### src/rtl/pdpu_pkg.sv
package pdpu_pkg;

  localparam int ADDR_W = 22;
  localparam int IDX_W = 20;
  localparam int NGRP = 5;
  localparam int NPU = 3;
  localparam int NPIN = NGRP * 8;

  // register indices; byte address is four times the index
  localparam logic [IDX_W-1:0] PU_GRP1_IDX = 20'hF0031;
  localparam logic [IDX_W-1:0] PU_GRP3_IDX = 20'hF0033;
  localparam logic [IDX_W-1:0] PU_GRP4_IDX = 20'hF0034;
  localparam logic [IDX_W-1:0] PD_GRP1_IDX = 20'hFFF01;
  localparam logic [IDX_W-1:0] PD_GRP2_IDX = 20'hFFF02;
  localparam logic [IDX_W-1:0] PD_GRP3_IDX = 20'hFFF03;
  localparam logic [IDX_W-1:0] PD_GRP4_IDX = 20'hFFF04;
  localparam logic [IDX_W-1:0] PD_GRP6_IDX = 20'hFFF06;
  localparam logic [IDX_W-1:0] PD_GRP12_IDX = 20'hFFF0C;
  localparam logic [IDX_W-1:0] PD_GRP13_IDX = 20'hFFF0D;

  // writable port groups in order 1,2,3,4,6
  localparam logic [NGRP-1:0][IDX_W-1:0] PD_IDX =
    {PD_GRP6_IDX, PD_GRP4_IDX, PD_GRP3_IDX, PD_GRP2_IDX, PD_GRP1_IDX};
  localparam logic [NGRP-1:0][7:0] PD_MASK_FULL = {8'h03, 8'h01, 8'h3F, 8'hFF, 8'hFF};
  localparam logic [NGRP-1:0][7:0] PD_MASK_SMALL = {8'h03, 8'h01, 8'h0F, 8'h8F, 8'h6D};
  localparam logic [7:0] PD_RST = 8'h00;

  // pull-up groups 1,3,4 and the port group each one serves
  localparam logic [NPU-1:0][IDX_W-1:0] PU_IDX = {PU_GRP4_IDX, PU_GRP3_IDX, PU_GRP1_IDX};
  localparam logic [NPU-1:0][2:0] PU_GRP_MAP = {3'h3, 3'h2, 3'h0};
  localparam logic [NPU-1:0][7:0] PU_MASK_FULL = {8'h01, 8'h3F, 8'hFF};
  localparam logic [NPU-1:0][7:0] PU_MASK_SMALL = {8'h01, 8'h0F, 8'h6D};
  localparam logic [NPU-1:0][7:0] PU_RST = {8'h01, 8'h00, 8'h00};

  // input-only pins a,b in group 12 bits 1,2; pin c in group 13 bit 7
  localparam int RO_A_POS = 1;
  localparam int RO_B_POS = 2;
  localparam int RO_C_POS = 7;
  localparam int ANALOG_GRP = 1;
  localparam int ANALOG_SEL_POS = 0;

  // single-bit write format
  localparam int BIT_WR_POS = 31;
  localparam int BIT_IDX_LSB = 8;
  localparam logic [31:0] RD_ZERO = 32'h0000_0000;

  typedef enum logic [1:0] {
    PDPU_IDLE = 2'b01,
    PDPU_ACK = 2'b10
  } pdpu_bus_e;

endpackage

### src/rtl/pdpu_port_regs.sv
`timescale 1ns/1ps
module pdpu_port_regs
  import pdpu_pkg::*;
#(
  parameter bit SMALL_PKG = 1'b0
) (
  input wire logic core_clk_in,
  input wire logic rst_b_in,
  input wire logic clk_en_in,
  input wire logic [ADDR_W-1:0] address_in,
  input wire logic read_in,
  input wire logic write_in,
  input wire logic [31:0] writedata_in,
  output logic [31:0] readdata_out,
  output logic waitrequest_out,
  input wire logic [NPIN-1:0] pin_level_in,
  input wire logic [2:0] input_only_pin_in,
  input wire logic [NPIN-1:0] pin_direction_bit_in,
  input wire logic [NPIN-1:0] alt_out_active_in,
  input wire logic [7:0] analog_port_config_in,
  input wire logic analog_pin_select_in,
  output logic [NPIN-1:0] pin_out_out,
  output logic [NPIN-1:0] pin_oe_out,
  output logic [NPIN-1:0] pullup_en_out
);

  localparam logic [NGRP-1:0][7:0] PD_MASK = SMALL_PKG ? PD_MASK_SMALL : PD_MASK_FULL;
  localparam logic [NPU-1:0][7:0] PU_MASK = SMALL_PKG ? PU_MASK_SMALL : PU_MASK_FULL;

  pdpu_bus_e state_r, state_nxt;
  logic [NGRP-1:0][7:0] port_lat_r, port_lat_nxt;
  logic [NPU-1:0][7:0] pu_sel_r, pu_sel_nxt;
  logic [31:0] readdata_r, readdata_nxt;
  logic [NPIN-1:0] pin_s1_r, pin_s2_r;
  logic [2:0] ro_s1_r, ro_s2_r;
  logic [NPIN-1:0] pin_mask;
  logic [NPIN-1:0] analog_rd_zero;
  logic [NPIN-1:0] pu_req;
  logic [IDX_W-1:0] idx;
  logic req;
  logic bit_mode;
  logic [2:0] bit_idx;

  assign idx = address_in[ADDR_W-1:2];
  assign req = read_in | write_in;
  assign bit_mode = writedata_in[BIT_WR_POS];
  assign bit_idx = writedata_in[BIT_IDX_LSB +: 3];
  // no acknowledge while the clock enable freezes the state
  assign waitrequest_out = req & ~(state_r == PDPU_ACK && clk_en_in);
  assign readdata_out = readdata_r;

  // merge a byte or single-bit write into an old value
  function automatic logic [7:0] merge_wr(input logic [7:0] old, input logic [7:0] mask);
    logic [7:0] nv;
    nv = writedata_in[7:0];
    if (bit_mode) begin
      nv = old;
      nv[bit_idx] = writedata_in[0];
    end
    merge_wr = nv & mask;
  endfunction

  // per-pin side conditions
  always_comb begin
    analog_rd_zero = '0;
    pu_req = '0;
    for (int g = 0; g < NGRP; g++) begin
      pin_mask[g*8 +: 8] = PD_MASK[g];
    end
    analog_rd_zero[ANALOG_GRP*8 +: 8] = ~analog_port_config_in;
    for (int p = 0; p < NPU; p++) begin
      pu_req[PU_GRP_MAP[p]*8 +: 8] = pu_sel_r[p];
    end
  end

  // pin side: latch drives pin only in output mode
  always_comb begin
    pin_out_out = port_lat_r;
    pin_oe_out = ~pin_direction_bit_in & pin_mask;
    pullup_en_out = pu_req & pin_direction_bit_in & ~alt_out_active_in & pin_mask;
    if (analog_pin_select_in) begin
      pullup_en_out[ANALOG_SEL_POS] = 1'b0;
    end
  end

  // read value of a port data group
  function automatic logic [7:0] pd_read(input int g);
    logic [7:0] v;
    for (int b = 0; b < 8; b++) begin
      if (pin_direction_bit_in[g*8+b]) begin
        v[b] = pin_s2_r[g*8+b] & ~analog_rd_zero[g*8+b];
      end else begin
        v[b] = port_lat_r[g][b];
      end
    end
    pd_read = v & PD_MASK[g];
  endfunction

  // register index decode
  function automatic logic pd_hit(input int g);
    pd_hit = idx == PD_IDX[g];
  endfunction

  function automatic logic pu_hit(input int p);
    pu_hit = idx == PU_IDX[p];
  endfunction

  // bus handshake and register updates
  always_comb begin
    state_nxt = state_r;
    port_lat_nxt = port_lat_r;
    pu_sel_nxt = pu_sel_r;
    readdata_nxt = readdata_r;
    unique case (state_r)
      PDPU_IDLE: begin
        if (req) begin
          state_nxt = PDPU_ACK;
          readdata_nxt = RD_ZERO;
          if (read_in) begin
            for (int g = 0; g < NGRP; g++) begin
              if (pd_hit(g)) begin
                readdata_nxt[7:0] = pd_read(g);
              end
            end
            for (int p = 0; p < NPU; p++) begin
              if (pu_hit(p)) begin
                readdata_nxt[7:0] = pu_sel_r[p];
              end
            end
            if (idx == PD_GRP12_IDX) begin
              readdata_nxt[RO_A_POS] = ro_s2_r[0];
              readdata_nxt[RO_B_POS] = ro_s2_r[1];
            end
            if (idx == PD_GRP13_IDX) begin
              readdata_nxt[RO_C_POS] = ro_s2_r[2];
            end
          end
        end
      end
      PDPU_ACK: begin
        state_nxt = PDPU_IDLE;
        if (write_in) begin
          for (int g = 0; g < NGRP; g++) begin
            if (pd_hit(g)) begin
              port_lat_nxt[g] = merge_wr(port_lat_r[g], PD_MASK[g]);
            end
          end
          for (int p = 0; p < NPU; p++) begin
            if (pu_hit(p)) begin
              pu_sel_nxt[p] = merge_wr(pu_sel_r[p], PU_MASK[p]);
            end
          end
        end
      end
    endcase
  end

  always_ff @(posedge core_clk_in or negedge rst_b_in) begin
    if (!rst_b_in) begin
      state_r <= PDPU_IDLE;
      port_lat_r <= {NGRP{PD_RST}};
      pu_sel_r <= PU_RST;
      readdata_r <= RD_ZERO;
    end else if (clk_en_in) begin
      state_r <= state_nxt;
      port_lat_r <= port_lat_nxt;
      pu_sel_r <= pu_sel_nxt;
      readdata_r <= readdata_nxt;
    end
  end

  // two-stage synchronisers for pin levels
  always_ff @(posedge core_clk_in or negedge rst_b_in) begin
    if (!rst_b_in) begin
      pin_s1_r <= '0;
      pin_s2_r <= '0;
      ro_s1_r <= '0;
      ro_s2_r <= '0;
    end else if (clk_en_in) begin
      pin_s1_r <= pin_level_in;
      pin_s2_r <= pin_s1_r;
      ro_s1_r <= input_only_pin_in;
      ro_s2_r <= ro_s1_r;
    end
  end
endmodule

### config.mk
export PLATFORM = sky130hd
export DESIGN_NAME = pdpu_port_regs
export DESIGN_NICKNAME = d
export VERILOG_FILES = /design/src/rtl/pdpu_pkg.sv /design/src/rtl/pdpu_port_regs.sv
export SDC_FILE = /design/constraint.sdc
export NUM_CORES = 1
export LEC_CHECK = 0
export BUFFER_PORTS_ARGS = -buffer_cell sky130_fd_sc_hd__buf_2
export CAP_MARGIN = 25
export CORE_AREA = 3 3 131 133
export CTS_BUF_LIST = sky130_fd_sc_hd__clkbuf_8
export DETAILED_ROUTE_END_ITERATION = 7
export DIE_AREA = 0 0 134 136
export GPL_TIMING_DRIVEN = 0
export PLACE_DENSITY = 0.69
export SLEW_MARGIN = 20
export SYNTH_ARGS = -nofsm -noshare
export SYNTH_HDL_FRONTEND = slang
export SYNTH_SLANG_ARGS = --single-unit
### constraint.sdc
create_clock -name core_clk_in -period 3.76 [get_ports core_clk_in]
set_input_delay 0.376 -clock core_clk_in [delete_from_list [all_inputs] [get_ports core_clk_in]]
set_output_delay 0.376 -clock core_clk_in [all_outputs]
set_load 0.02 [all_outputs]
* Word-level counts from Yosys, hierarchy flattened
Cells that the tools add are included.
** Word-level totals
- Flip-flop bits (word level) :: 124
- Latch bits :: 0
- RAM bits :: 0
- ROM bits :: 0
- Output and inout bits :: 153
- Word-level logic and storage cells :: 122
- Memories kept :: 0
** Cells by class
- Add/subtract/negate cells :: 0
- $mul :: 0
- Div/mod/pow operators :: 0
- Order comparisons :: 2
- Eq/ne operators :: 13
- Shift-type cells :: 0
- Mux-type cells :: 57
- Bitwise logic cells :: 24
- Reductions and logical operators :: 12
** Operators by type and width (number)
- 20-bit == test (second input constant) :: 10
- 8-bit two-way mux :: 12
- 34-bit inverter :: 2
- 8-bit bitwise mux :: 8
- 25-bit by 34-bit bitwise AND with 34-bit output :: 1
- 34-bit bitwise AND :: 1
- 4-bit AND reduction :: 8
- 1-bit two-way mux :: 30
- 6-bit two-way mux :: 2
- 1-bit bitwise AND :: 9
- 1-bit inverter :: 9
- 8-bit inverter :: 1
- 2-bit two-way mux :: 3
- 3-bit by 4-bit less-than comparator with 1-bit output (second input constant) :: 1
- 2-bit case mux with 2 select lines :: 1
- 1-bit demux with 3-bit select :: 1
- 3-bit by 1-bit >= comparator with 1-bit output (second input constant) :: 1
- 3-bit AND reduction :: 1
- 2-bit by 1-bit == test with 1-bit output (second input constant) :: 1
- 2-bit == test (second input constant) :: 1
- 1-bit logical AND :: 2
- 2-bit inequality test (second input constant) :: 1
- 2-bit AND reduction :: 1
- 1-bit OR :: 1

* Longest topological paths before layout
Gate-level depths: netlist of run 1.
- Word-level depth :: 13
- Gate-level depth with buffers :: 7
- Gate-level depth less buffers :: 5

* Least setup slack after synthesis of run 1
Ideal clock, no wire load.
- Path type :: input-to-reg
- Start point :: in address_in[11]
- End point :: reg pu_sel_r, in the netlist pu_req[6]
- Library setup time :: 0.128 ns
- Data arrival time :: 2.419 ns
- Path slack :: 1.214 ns
- Cell stages on the path :: 7
- Cells stage by stage :: or4b_1 -> or4_1 -> buf_2 -> or3_4 -> buf_6 -> nor2_2 -> mux2_1
** On the way
- Longest elaborated chain between the ends :: 2
** RTL lines
- from (decl) :: RTL line pdpu_port_regs.sv:10 : input wire logic [ADDR_W-1:0] address_in,
- 20-bit == test :: RTL line pdpu_port_regs.sv:105 : pu_hit = idx == PU_IDX[p];
- 4-bit AND reduction (no source line)
- to (signal assigned) :: RTL line pdpu_port_regs.sv:167 : pu_sel_r <= pu_sel_nxt;
- to (decl) :: RTL line pdpu_port_regs.sv:32 : logic [NPU-1:0][7:0] pu_sel_r, pu_sel_nxt;
No other way between the ends.
A chain may end at the register's enable or synchronous reset.

* Worst setup path after layout of run 1
- Start point :: in address_in[8]
- End point :: reg port_lat_r, in the netlist pin_out_out[0]
** On the way
- Longest elaborated chain between the ends :: 2
** RTL lines
- 20-bit == test :: RTL line pdpu_port_regs.sv:101 : pd_hit = idx == PD_IDX[g];
- 4-bit AND reduction (no source line)
- to (signal assigned) :: RTL line pdpu_port_regs.sv:161 : port_lat_r <= {NGRP{PD_RST}};
- to (signal assigned) :: RTL line pdpu_port_regs.sv:166 : port_lat_r <= port_lat_nxt;
- to (decl) :: RTL line pdpu_port_regs.sv:31 : logic [NGRP-1:0][7:0] port_lat_r, port_lat_nxt;
No other way between the ends.

==> results of run 1 <==
[worst paths after layout]
path | endpoint | slack [ps] | cells after the start | startpoint
setup / recovery | pin_out_out[0]$_DFFE_PN0P_ | 1240 | 8 | address_in[8]
hold / removal | pin_s1_r[14]$_DFFE_PN0P_ | 210 | 2 | pin_level_in[14]
setup reg to reg | readdata_out[4]$_DFFE_PN0P_ | 1630 | 6 | state_r[0]$_DFFE_PN1P_
hold reg to reg | readdata_out[2]$_DFFE_PN0P_ | 490 | 2 | readdata_out[2]$_DFFE_PN0P_
max in group asynchronous | pu_req[24]$_DFFE_PN1P_ | 2570 | 3 | rst_b_in
min in group asynchronous | pin_s1_r[18]$_DFFE_PN0P_ | 510 | 2 | rst_b_in
[flip-flops by register name (all words and copies together) (netlist names)]
name          flops
pin_s1_r         25
pu_req           15
ro_s1_r           3
ro_s2_r           3
state_r           2
pin_s2_r         25
readdata_out      8
pin_out_out      25
[metal layers]
metal	vias up	GRT usage [%]
li1	2504	-
met1	2405	23.7
met2	224	33.5
met3	24	4.52
met4	2	4.74
met5	-	0
[layout make-up]
type	count	area, µm²
Sequential cell	106	2660
Tap cell	216	270
Buffer	108	712
Fill cell	1525	8220
Clock inverter	7	76.3
Clock buffer	9	124
Timing Repair Buffer	184	955
Inverter	33	124
Multi-Input combinational cell	428	2810
[stage by stage]
stage	instance area, µm²	hold WS [ps]	total power [W]
finish	7720	214	0.00254
global route	7720	213	0.00265
CTS	7720	205	0.00256
detailed placement	7510	365	0.00182
global placement	7480	463	0.00181
floorplan	6300	80.4	0.00164
[cells by family after synthesis]
| kind of cell | after synthesis | share of synthesized area (%) |
|---|---|---|
| compound gates | 119 | 12.5 |
| flops | 106 | 44.2 |
| buf+inv | 141 | 13.9 |
| simple gates | 140 | 12.7 |
| other cells | 1 | 0.0624 |
| mux | 90 | 16.6 |
[power breakdown]
part	total, W	internal (W)	leakage (nW)	switching [W]
clock	0.000740	0.000314	0.102	0.000426
sequential	0.00129	0.00123	1.33	0.0000616
combinational	0.000512	0.000230	2.55	0.000282
[synthesized netlist by cell type (5+ instances only)]
cell type and count:
nand3_1 11, a21oi_1 22, nand2b_1 8, buf_4 79, inv_1 33, nand2_1 29
o31ai_1 25, mux2_2 74, o21ai_0 39, nor3_1 7, nand4b_1 6, a22oi_1 5
dfrtp_1 104, nor2b_1 5, nor4_1 5, and3_1 9, mux2i_1 14, nor2_1 35
clkbuf_1 23
[worst max-delay path, stage by stage]
cell       delay (ps)
buf_2             100
nand4bb_1         220
or4_1             560
clkbuf_1          280
or3_1             430
clkbuf_1          280
nor2_1            190
mux2_2            340
==> metrics.csv, run 1 <==
stage,metric,value,unit
logic_synthesis,Yosys Warn Count,0,
setup_path,"Max FO, Critical Path",10,
floorplan,Die H,136,µm
timing,final period utilization,66.9,%
drt,met2 wire len,8.89,mm
job,Max Cap Violations,0,
logic_synthesis,Synth area leaders,"dfrtp_1 (43%), mux2_2 (14%), buf_4 (9.9%)",
clock_network,clock transition at the registers of the reported paths,100,ps
logic_synthesis,cell taking the most area after synthesis,dfrtp_1,
status,outcome,completed,
final_layout,"commonest non-fill, non-tap cell in the layout",buf_2,
drt,routed len/inst,16.5,µm
power_and_ir_drop,power density over cell area,329,nW/µm²
clock_network,CTS hold repair buffers,1,
drt,uppermost layer routed,met5,
timing,Setup Skew,12.7,ps
global_route,total gr overflow,0,
global_route,vias in the first global route,4815,
logic_synthesis,Async SR Flop Fraction,100,%
drt,WL met3,1.44,mm
clock_network,CTS buffer count,9,
floorplan,area of the core,15900,µm²
hold_path,min-delay worst type,in2reg,
drt,First DRT Iteration DRCs,307,
logic_synthesis,Avg Inst Size Synth,10.1,µm²
timing,Tmin final,2520,ps
clock_network,clk root buf,clkbuf_8,
setup_path,critical path class,in2reg,
global_route,initial antenna violation count,1,
clock_network,clk sinks,106,
logic_synthesis,Main synth FF type,dfrtp_1,
global_route,largest net degree at the start of global routing,55,
final_layout,nets,1061,
global_route,first-pass GRT wire length,26.9,mm
setup_path,crit path capture type,flip-flop,
setup_path,WP data arrival,2790,ps
timing,relative slew slack,38.9,%
timing,"Slew Viols, Final",0,
power_and_ir_drop,leakage power,3.98,nW
drt,Residual DRC,0,
placed_design,Routability Congestion,0.834,
floorplan,I/O pin total,344,
final_layout,most frequent cells in the layout,"buf_2 (183), dfrtp_1 (104), buf_4 (79), conb_1 (79), mux2_2 (74)",
timing,Finish-stage setup viols,0,
clock_network,CTS tree,built,
timing,Fin. Hold Viols,0,
logic_synthesis,top cell type's share of synthesized area,43.3,%
drt,drt pass-1 iters,5,
timing,worst slew pin tran,905,ps
floorplan,Rows,46,
global_route,gr usage total,19.1,%
final_layout,fin cells,1091,
clock_network,Post-CTS Resized,0,
timing,setup ws final,1240,ps
final_layout,post-layout util,48.5,%
placed_design,port bufs,182,
logic_synthesis,"FF+latch count, synth",106,
drt,final WL,18.0,mm
logic_synthesis,synth unique cells,52,
final_layout,ant diodes,0,
drt,M1 WL,7.38,mm
power_and_ir_drop,worst ir drop on vdd,0.158,mV
floorplan,Starting Density,37.7,%
timing,unrepaired setup endpoints after global routing,no,
timing,setup_tns,0,ps
placed_design,pre-CTS setup slack,852,ps
setup_path,Startpoint Class,input pin,
final_layout,share of post-route cells with drive strength above 1,41.6,%
logic_synthesis,"EDFF count, synth",0,
logic_synthesis,Netlist Area Pre-Place,6010,µm²
placed_design,Cells after DPL,1074,
logic_synthesis,Synth Instances,597,
floorplan,die footprint,18200,µm²
timing,FMAX,397,MHz
clock_network,Clock Path Buffers,2,
final_layout,Syn-to-layout area delta,28.6,%
drt,routed vias,5159,
drt,Detail Route Antenna Nets,0,
clock_network,postcts setup bufs,0,
logic_synthesis,post-synthesis sequential area ratio,44.2,%
drt,vias per cell,4.73,
setup_path,CP required,4030,ps
clock_network,H-tree level count,3,
clock_network,Worst-Skew Late Latency,390,ps
placed_design,Post-DP HPWL,14.3,mm
floorplan,Die Span X,134,µm
Note: power is estimated with default switching activity, not from simulation.
==> run 2: changes to the inputs <==
--- a/config.mk
+++ b/config.mk
@@ -7,12 +7,12 @@
 export LEC_CHECK = 0
 export BUFFER_PORTS_ARGS = -buffer_cell sky130_fd_sc_hd__buf_2
 export CAP_MARGIN = 25
-export CORE_AREA = 3 3 131 133
+export CORE_AREA = 3 3 133 135
 export CTS_BUF_LIST = sky130_fd_sc_hd__clkbuf_8
 export DETAILED_ROUTE_END_ITERATION = 7
-export DIE_AREA = 0 0 134 136
+export DIE_AREA = 0 0 136 138
 export GPL_TIMING_DRIVEN = 0
-export PLACE_DENSITY = 0.69
+export PLACE_DENSITY = 0.7
 export SLEW_MARGIN = 20
 export SYNTH_ARGS = -nofsm -noshare
 export SYNTH_HDL_FRONTEND = slang
==> constraint.sdc (replaced) <==
create_clock -name core_clk_in -period 2.2 [get_ports core_clk_in]
set_input_delay 0.22 -clock core_clk_in [delete_from_list [all_inputs] [get_ports core_clk_in]]
set_output_delay 0.22 -clock core_clk_in [all_outputs]
set_load 0.02 [all_outputs]
==> run 2 against run 1 <==
Effect of this change:
- flip-flop and latch count unchanged
- power is 70% higher
- critical endpoint unchanged
- design area up 0.89%
- combinational power grew 71%
==> metrics.csv, run 2 (same netlist as run 1, synthesis figures left out) <==
stage,metric,value,unit
clock_network,postcts setup bufs,0,
global_route,largest net degree at the start of global routing,78,
hold_path,min-delay worst type,in2reg,
global_route,first-pass GRT wire length,27.0,mm
floorplan,Starting Density,36.2,%
global_route,total gr overflow,0,
clock_network,Worst-Skew Late Latency,380,ps
timing,final period utilization,99.0,%
floorplan,Die H,138,µm
final_layout,nets,1060,
placed_design,"Cell Area, Placed",7560,µm²
floorplan,area of the core,16600,µm²
placed_design,Cells after DPL,1078,
floorplan,Die Span X,136,µm
final_layout,fin cells,1095,
placed_design,pre-CTS setup slack,-544,ps
setup_path,"critical path, cell by cell",buf_2 > nand4b_1 > or4_4 > or3_1 > clkbuf_2 > nor2_1 > mux2_2,
drt,Detail Route Antenna Nets,0,
drt,Residual DRC,0,
timing,Fin. Hold Viols,0,
setup_path,"Max FO, Critical Path",10,
drt,vias per cell,4.75,
power_and_ir_drop,worst ir drop on vdd,0.355,mV
timing,Finish-stage setup viols,0,
clock_network,CTS tree,built,
placed_design,Post-DP HPWL,14.2,mm
setup_path,CP Buf/Inv Count,2,
timing,Setup Skew,13.3,ps
clock_network,clk sinks,106,
clock_network,clk root buf,clkbuf_8,
final_layout,"commonest non-fill, non-tap cell in the layout",buf_2,
drt,final WL,18.0,mm
clock_network,clock transition at the registers of the reported paths,110,ps
timing,relative slew slack,37.5,%
setup_path,Reg2Reg Setup Slack,100,ps
setup_path,critical path class,in2reg,
setup_path,CP top delay family,simple AND/OR/NAND/NOR gates,
timing,"Slew Viols, Final",0,
global_route,gr usage total,18.5,%
placed_design,Routability Congestion,0.902,
final_layout,share of post-route cells with drive strength above 1,42.9,%
final_layout,post-layout util,47.0,%
timing,worst slew pin tran,925,ps
setup_path,Slowest Stage Delay on Critical Path,660,ps
job,Max Cap Violations,0,
final_layout,Syn-to-layout area delta,29.7,%
clock_network,H-tree level count,3,
drt,routed vias,5196,
timing,unrepaired setup endpoints after global routing,no,
global_route,initial antenna violation count,2,
floorplan,I/O pin total,344,
power_and_ir_drop,leakage power,4.00,nW
setup_path,CP required,2470,ps
timing,setup ws final,20.9,ps
floorplan,die footprint,18800,µm²
clock_network,CTS buffer count,9,
placed_design,port bufs,182,
timing,Tmin final,2180,ps
drt,drt pass-1 iters,4,
power_and_ir_drop,power density over cell area,554,nW/µm²
setup_path,crit path capture type,flip-flop,
global_route,vias in the first global route,4932,
setup_path,CP max-delay cell,or4_4,
setup_path,WP data arrival,2450,ps
timing,final hold slack,69.8,ps
final_layout,most frequent cells in the layout,"buf_2 (181), dfrtp_1 (104), buf_4 (79), conb_1 (79), mux2_2 (73)",
setup_path,Startpoint Class,input pin,
floorplan,Rows,47,
status,outcome,completed,
final_layout,fin area,7790,µm²
timing,FMAX,459,MHz
clock_network,Clock Path Buffers,2,
drt,routed len/inst,16.4,µm
drt,First DRT Iteration DRCs,208,
-- run 2: final timing paths --
| check | from | end | depth (start not counted) |
|---|---|---|---|
| max | address_in[7] | pin_out_out[0]$_DFFE_PN0P_ | 7 |
| min | pin_level_in[2] | pin_s1_r[2]$_DFFE_PN0P_ | 2 |
| max reg2reg | state_r[1]$_DFFE_PN0P_ | pin_out_out[0]$_DFFE_PN0P_ | 5 |
| min reg2reg | readdata_out[1]$_DFFE_PN0P_ | readdata_out[1]$_DFFE_PN0P_ | 2 |
| max in group asynchronous | rst_b_in | pu_req[19]$_DFFE_PN0P_ | 3 |
| min in group asynchronous | rst_b_in | pin_s1_r[32]$_DFFE_PN0P_ | 2 |
-- run 2: layout make-up --
class                   instances  area [µm²]
clock buffers                   9         124
multi-input cells             428        2850
repair buffers                184         955
inverters                      33         124
diodes                          1        2.50
fillers                      1562        8790
flip-flops and latches        106        2660
plain buffers                 107         727
clock inverters                 7        77.6
well taps                     220         275
-- run 2: power breakdown --
group / leakage [nW] / internal, W / switching [W]
sequential: 1.33 / 0.00210 / 0.000106
clock: 0.0992 / 0.000537 / 0.000703
combinational: 2.57 / 0.000393 / 0.000482
total: 4.00 / 0.00303 / 0.00129
-- run 2: what timing repair did --
item                                    4_1_cts  5_1_grt
endpoints found under the setup margin        3       15
hold buffers                                  1        0
hold endpoints to repair                     29        0
resized for setup                             1       10
-- run 2: through the flow --
stage	TNS [ps]	power [W]
after floorplan	-494	0.00280
after global placement	-43290	0.00309
after detailed placement	-11750	0.00311
after CTS	0	0.00435
after global routing	0	0.00453
final	0	0.00432
-- run 2: layer usage --
| layer | wire length (µm) | up-vias | GRT usage, % |
|---|---|---|---|
| li1 | - | 2510 | - |
| met1 | 7590 | 2426 | 24.4 |
| met2 | 8620 | 240 | 30.4 |
| met3 | 1590 | 18 | 4.54 |
| met4 | 191 | 2 | 5.31 |
| met5 | 15 | - | 0 |
==> run 3: changes to the inputs <==
--- a/config.mk
+++ b/config.mk
@@ -12,6 +12,7 @@
 export DETAILED_ROUTE_END_ITERATION = 7
 export DIE_AREA = 0 0 136 138
 export GPL_TIMING_DRIVEN = 0
+export MAX_ROUTING_LAYER = met4
 export PLACE_DENSITY = 0.7
 export SLEW_MARGIN = 20
 export SYNTH_ARGS = -nofsm -noshare
==> run 3 against run 2 <==
Effect of this change:
- critical path depth unchanged
- first-iteration DRC count fell by 1.9%
- combinational power hardly changed
- setup slack gained 11 ps
- global-route usage grew 0.55 points
- die area is the same
- clock power about the same
- largest power group unchanged
- critical path type unchanged
- wire length is 0.37% lower
- power is 0.21% higher
- worst hold slack worse by 3.3 ps
- non-clock buffer count is the same
==> metrics.csv, run 3 (same netlist as run 1, synthesis figures left out) <==
stage,metric,value,unit
setup_path,"Max FO, Critical Path",10,
power_and_ir_drop,Seq pwr share,50.9,%
timing,Finish-stage setup viols,0,
power_and_ir_drop,Clk pwr share,28.9,%
clock_network,clk sinks,106,
drt,Detail Route Antenna Nets,0,
drt,First DRT Iteration DRCs,204,
setup_path,Startpoint Class,input pin,
placed_design,port bufs,182,
clock_network,CTS tree,built,
timing,unrepaired setup endpoints after global routing,no,
drt,drt pass-1 iters,5,
timing,Tmin final,2170,ps
power_and_ir_drop,Net Sw Power,0.00130,W
drt,vias per cell,4.74,
placed_design,Routability Congestion,0.918,
floorplan,I/O pin total,344,
floorplan,Die H,138,µm
drt,routed vias,5191,
timing,final period utilization,98.6,%
timing,Setup Skew,19.7,ps
power_and_ir_drop,power density over cell area,555,nW/µm²
final_layout,share of post-route cells with drive strength above 1,42.9,%
clock_network,clk root buf,clkbuf_8,
setup_path,CP max-delay cell,or4_4,
status,outcome,completed,
placed_design,Post-DP HPWL,14.2,mm
setup_path,critical path class,in2reg,
power_and_ir_drop,Comb pwr share,20.2,%
timing,setup_tns,0,ps
power_and_ir_drop,internal power,0.00303,W
global_route,initial antenna violation count,2,
timing,Fin. Hold Viols,0,
drt,Residual DRC,0,
global_route,vias in the first global route,4923,
timing,final hold slack,66.5,ps
clock_network,H-tree level count,3,
floorplan,area of the core,16600,µm²
job,Max Cap Violations,0,
global_route,first-pass GRT wire length,27.0,mm
power_and_ir_drop,leakage power,4.00,nW
floorplan,die footprint,18800,µm²
timing,"Slew Viols, Final",0,
setup_path,"critical path, cell by cell",buf_2 > nand4b_1 > or4_4 > or3_1 > clkbuf_2 > nor2_1 > mux2_2,
final_layout,most frequent cells in the layout,"buf_2 (181), dfrtp_1 (104), buf_4 (79), conb_1 (79), mux2_2 (73)",
final_layout,Syn-to-layout area delta,29.8,%
clock_network,Clock Path Buffers,2,
power_and_ir_drop,Sw Ratio,30.0,%
timing,relative slew slack,38.5,%
final_layout,"commonest non-fill, non-tap cell in the layout",buf_2,
power_and_ir_drop,total power,0.00433,W
floorplan,Die Span X,136,µm
global_route,gr usage total,19.1,%
placed_design,pre-CTS setup slack,-544,ps
final_layout,nets,1060,
hold_path,min-delay worst type,in2reg,
clock_network,Worst-Skew Late Latency,380,ps
setup_path,CP required,2470,ps
drt,routed len/inst,16.4,µm
timing,worst slew pin tran,910,ps
power_and_ir_drop,worst ir drop on vdd,0.350,mV
floorplan,Rows,47,
final_layout,Layout fillers,1562,
setup_path,crit path capture type,flip-flop,
timing,setup ws final,31.8,ps
clock_network,clock transition at the registers of the reported paths,110,ps
global_route,largest net degree at the start of global routing,78,
floorplan,Starting Density,36.2,%
clock_network,CTS buffer count,9,
setup_path,Slowest Stage Delay on Critical Path,660,ps
timing,FMAX,461,MHz
drt,final WL,17.9,mm
setup_path,WP data arrival,2440,ps
global_route,total gr overflow,0,
-- run 3: worst paths after layout --
kind	from	to	slack, ps	depth (start not counted)
min in group asynchronous	rst_b_in	pin_s1_r[32]$_DFFE_PN0P_	270	2
setup / recovery	address_in[7]	pin_out_out[0]$_DFFE_PN0P_	30	7
hold reg to reg	readdata_out[1]$_DFFE_PN0P_	readdata_out[1]$_DFFE_PN0P_	500	2
setup reg to reg	state_r[0]$_DFFE_PN1P_	pin_out_out[0]$_DFFE_PN0P_	120	5
hold / removal	pin_level_in[5]	pin_s1_r[5]$_DFFE_PN0P_	70	2
max in group asynchronous	rst_b_in	pu_req[24]$_DFFE_PN1P_	1260	3
-- run 3: layer usage --
metal	GRT usage, %	share of wire (%)	up-vias
met5	-	0	-
met4	5.31	1.2	0
met3	4.14	8.5	19
met2	30.4	48	235
met1	24.6	42	2433
li1	-	-	2504
-- run 3: power groups by stage --
stage	Clock (W)	Sequential [W]	Combinational, W
2_1_floorplan	0	0.00220	0.000598
3_3_place_gp	0	0.00224	0.000851
3_5_place_dp	0	0.00225	0.000868
4_1_cts	0.00127	0.00221	0.000872
5_1_grt	0.00136	0.00223	0.000957
6_report	0.00125	0.00221	0.000875
-- run 3: per-stage QoR --
step / instance area (µm²) / util [%] / instances
3_5_place_dp: 7560 / 45.6 / 1078
2_1_floorplan: 6340 / - / 675
6_report: 7800 / 47.0 / 1096
5_1_grt: 7800 / 47.0 / 1096
4_1_cts: 7770 / 46.9 / 1094
3_3_place_gp: 7530 / 45.4 / 1077
-- run 3: area by class of cell --
cell class | count | area, µm² | area share (%)
multi-input cells | 428 | 2850 | 36.6
flip-flops and latches | 106 | 2660 | 34.1
repair buffers | 184 | 955 | 12.2
plain buffers | 107 | 727 | 9.32
well taps | 220 | 275 | 3.53
clock buffers | 9 | 124 | 1.59
inverters | 33 | 124 | 1.59
clock inverters | 7 | 77.6 | 0.995
diodes | 2 | 5.00 | 0.0642
-- run 3: critical path, delay by kind of cell --
family        cells  cell delay, ps
simple gates      4            1510
mux               1             360
buf+inv           2             340
-- run 3: timing repair --
item	4_1_cts	5_1_grt
setup endpoints to repair	3	14
hold buffers	1	0
resized for setup	1	10
hold endpoints to repair	29	0
gates cloned	0	0
buffers inserted	0	0
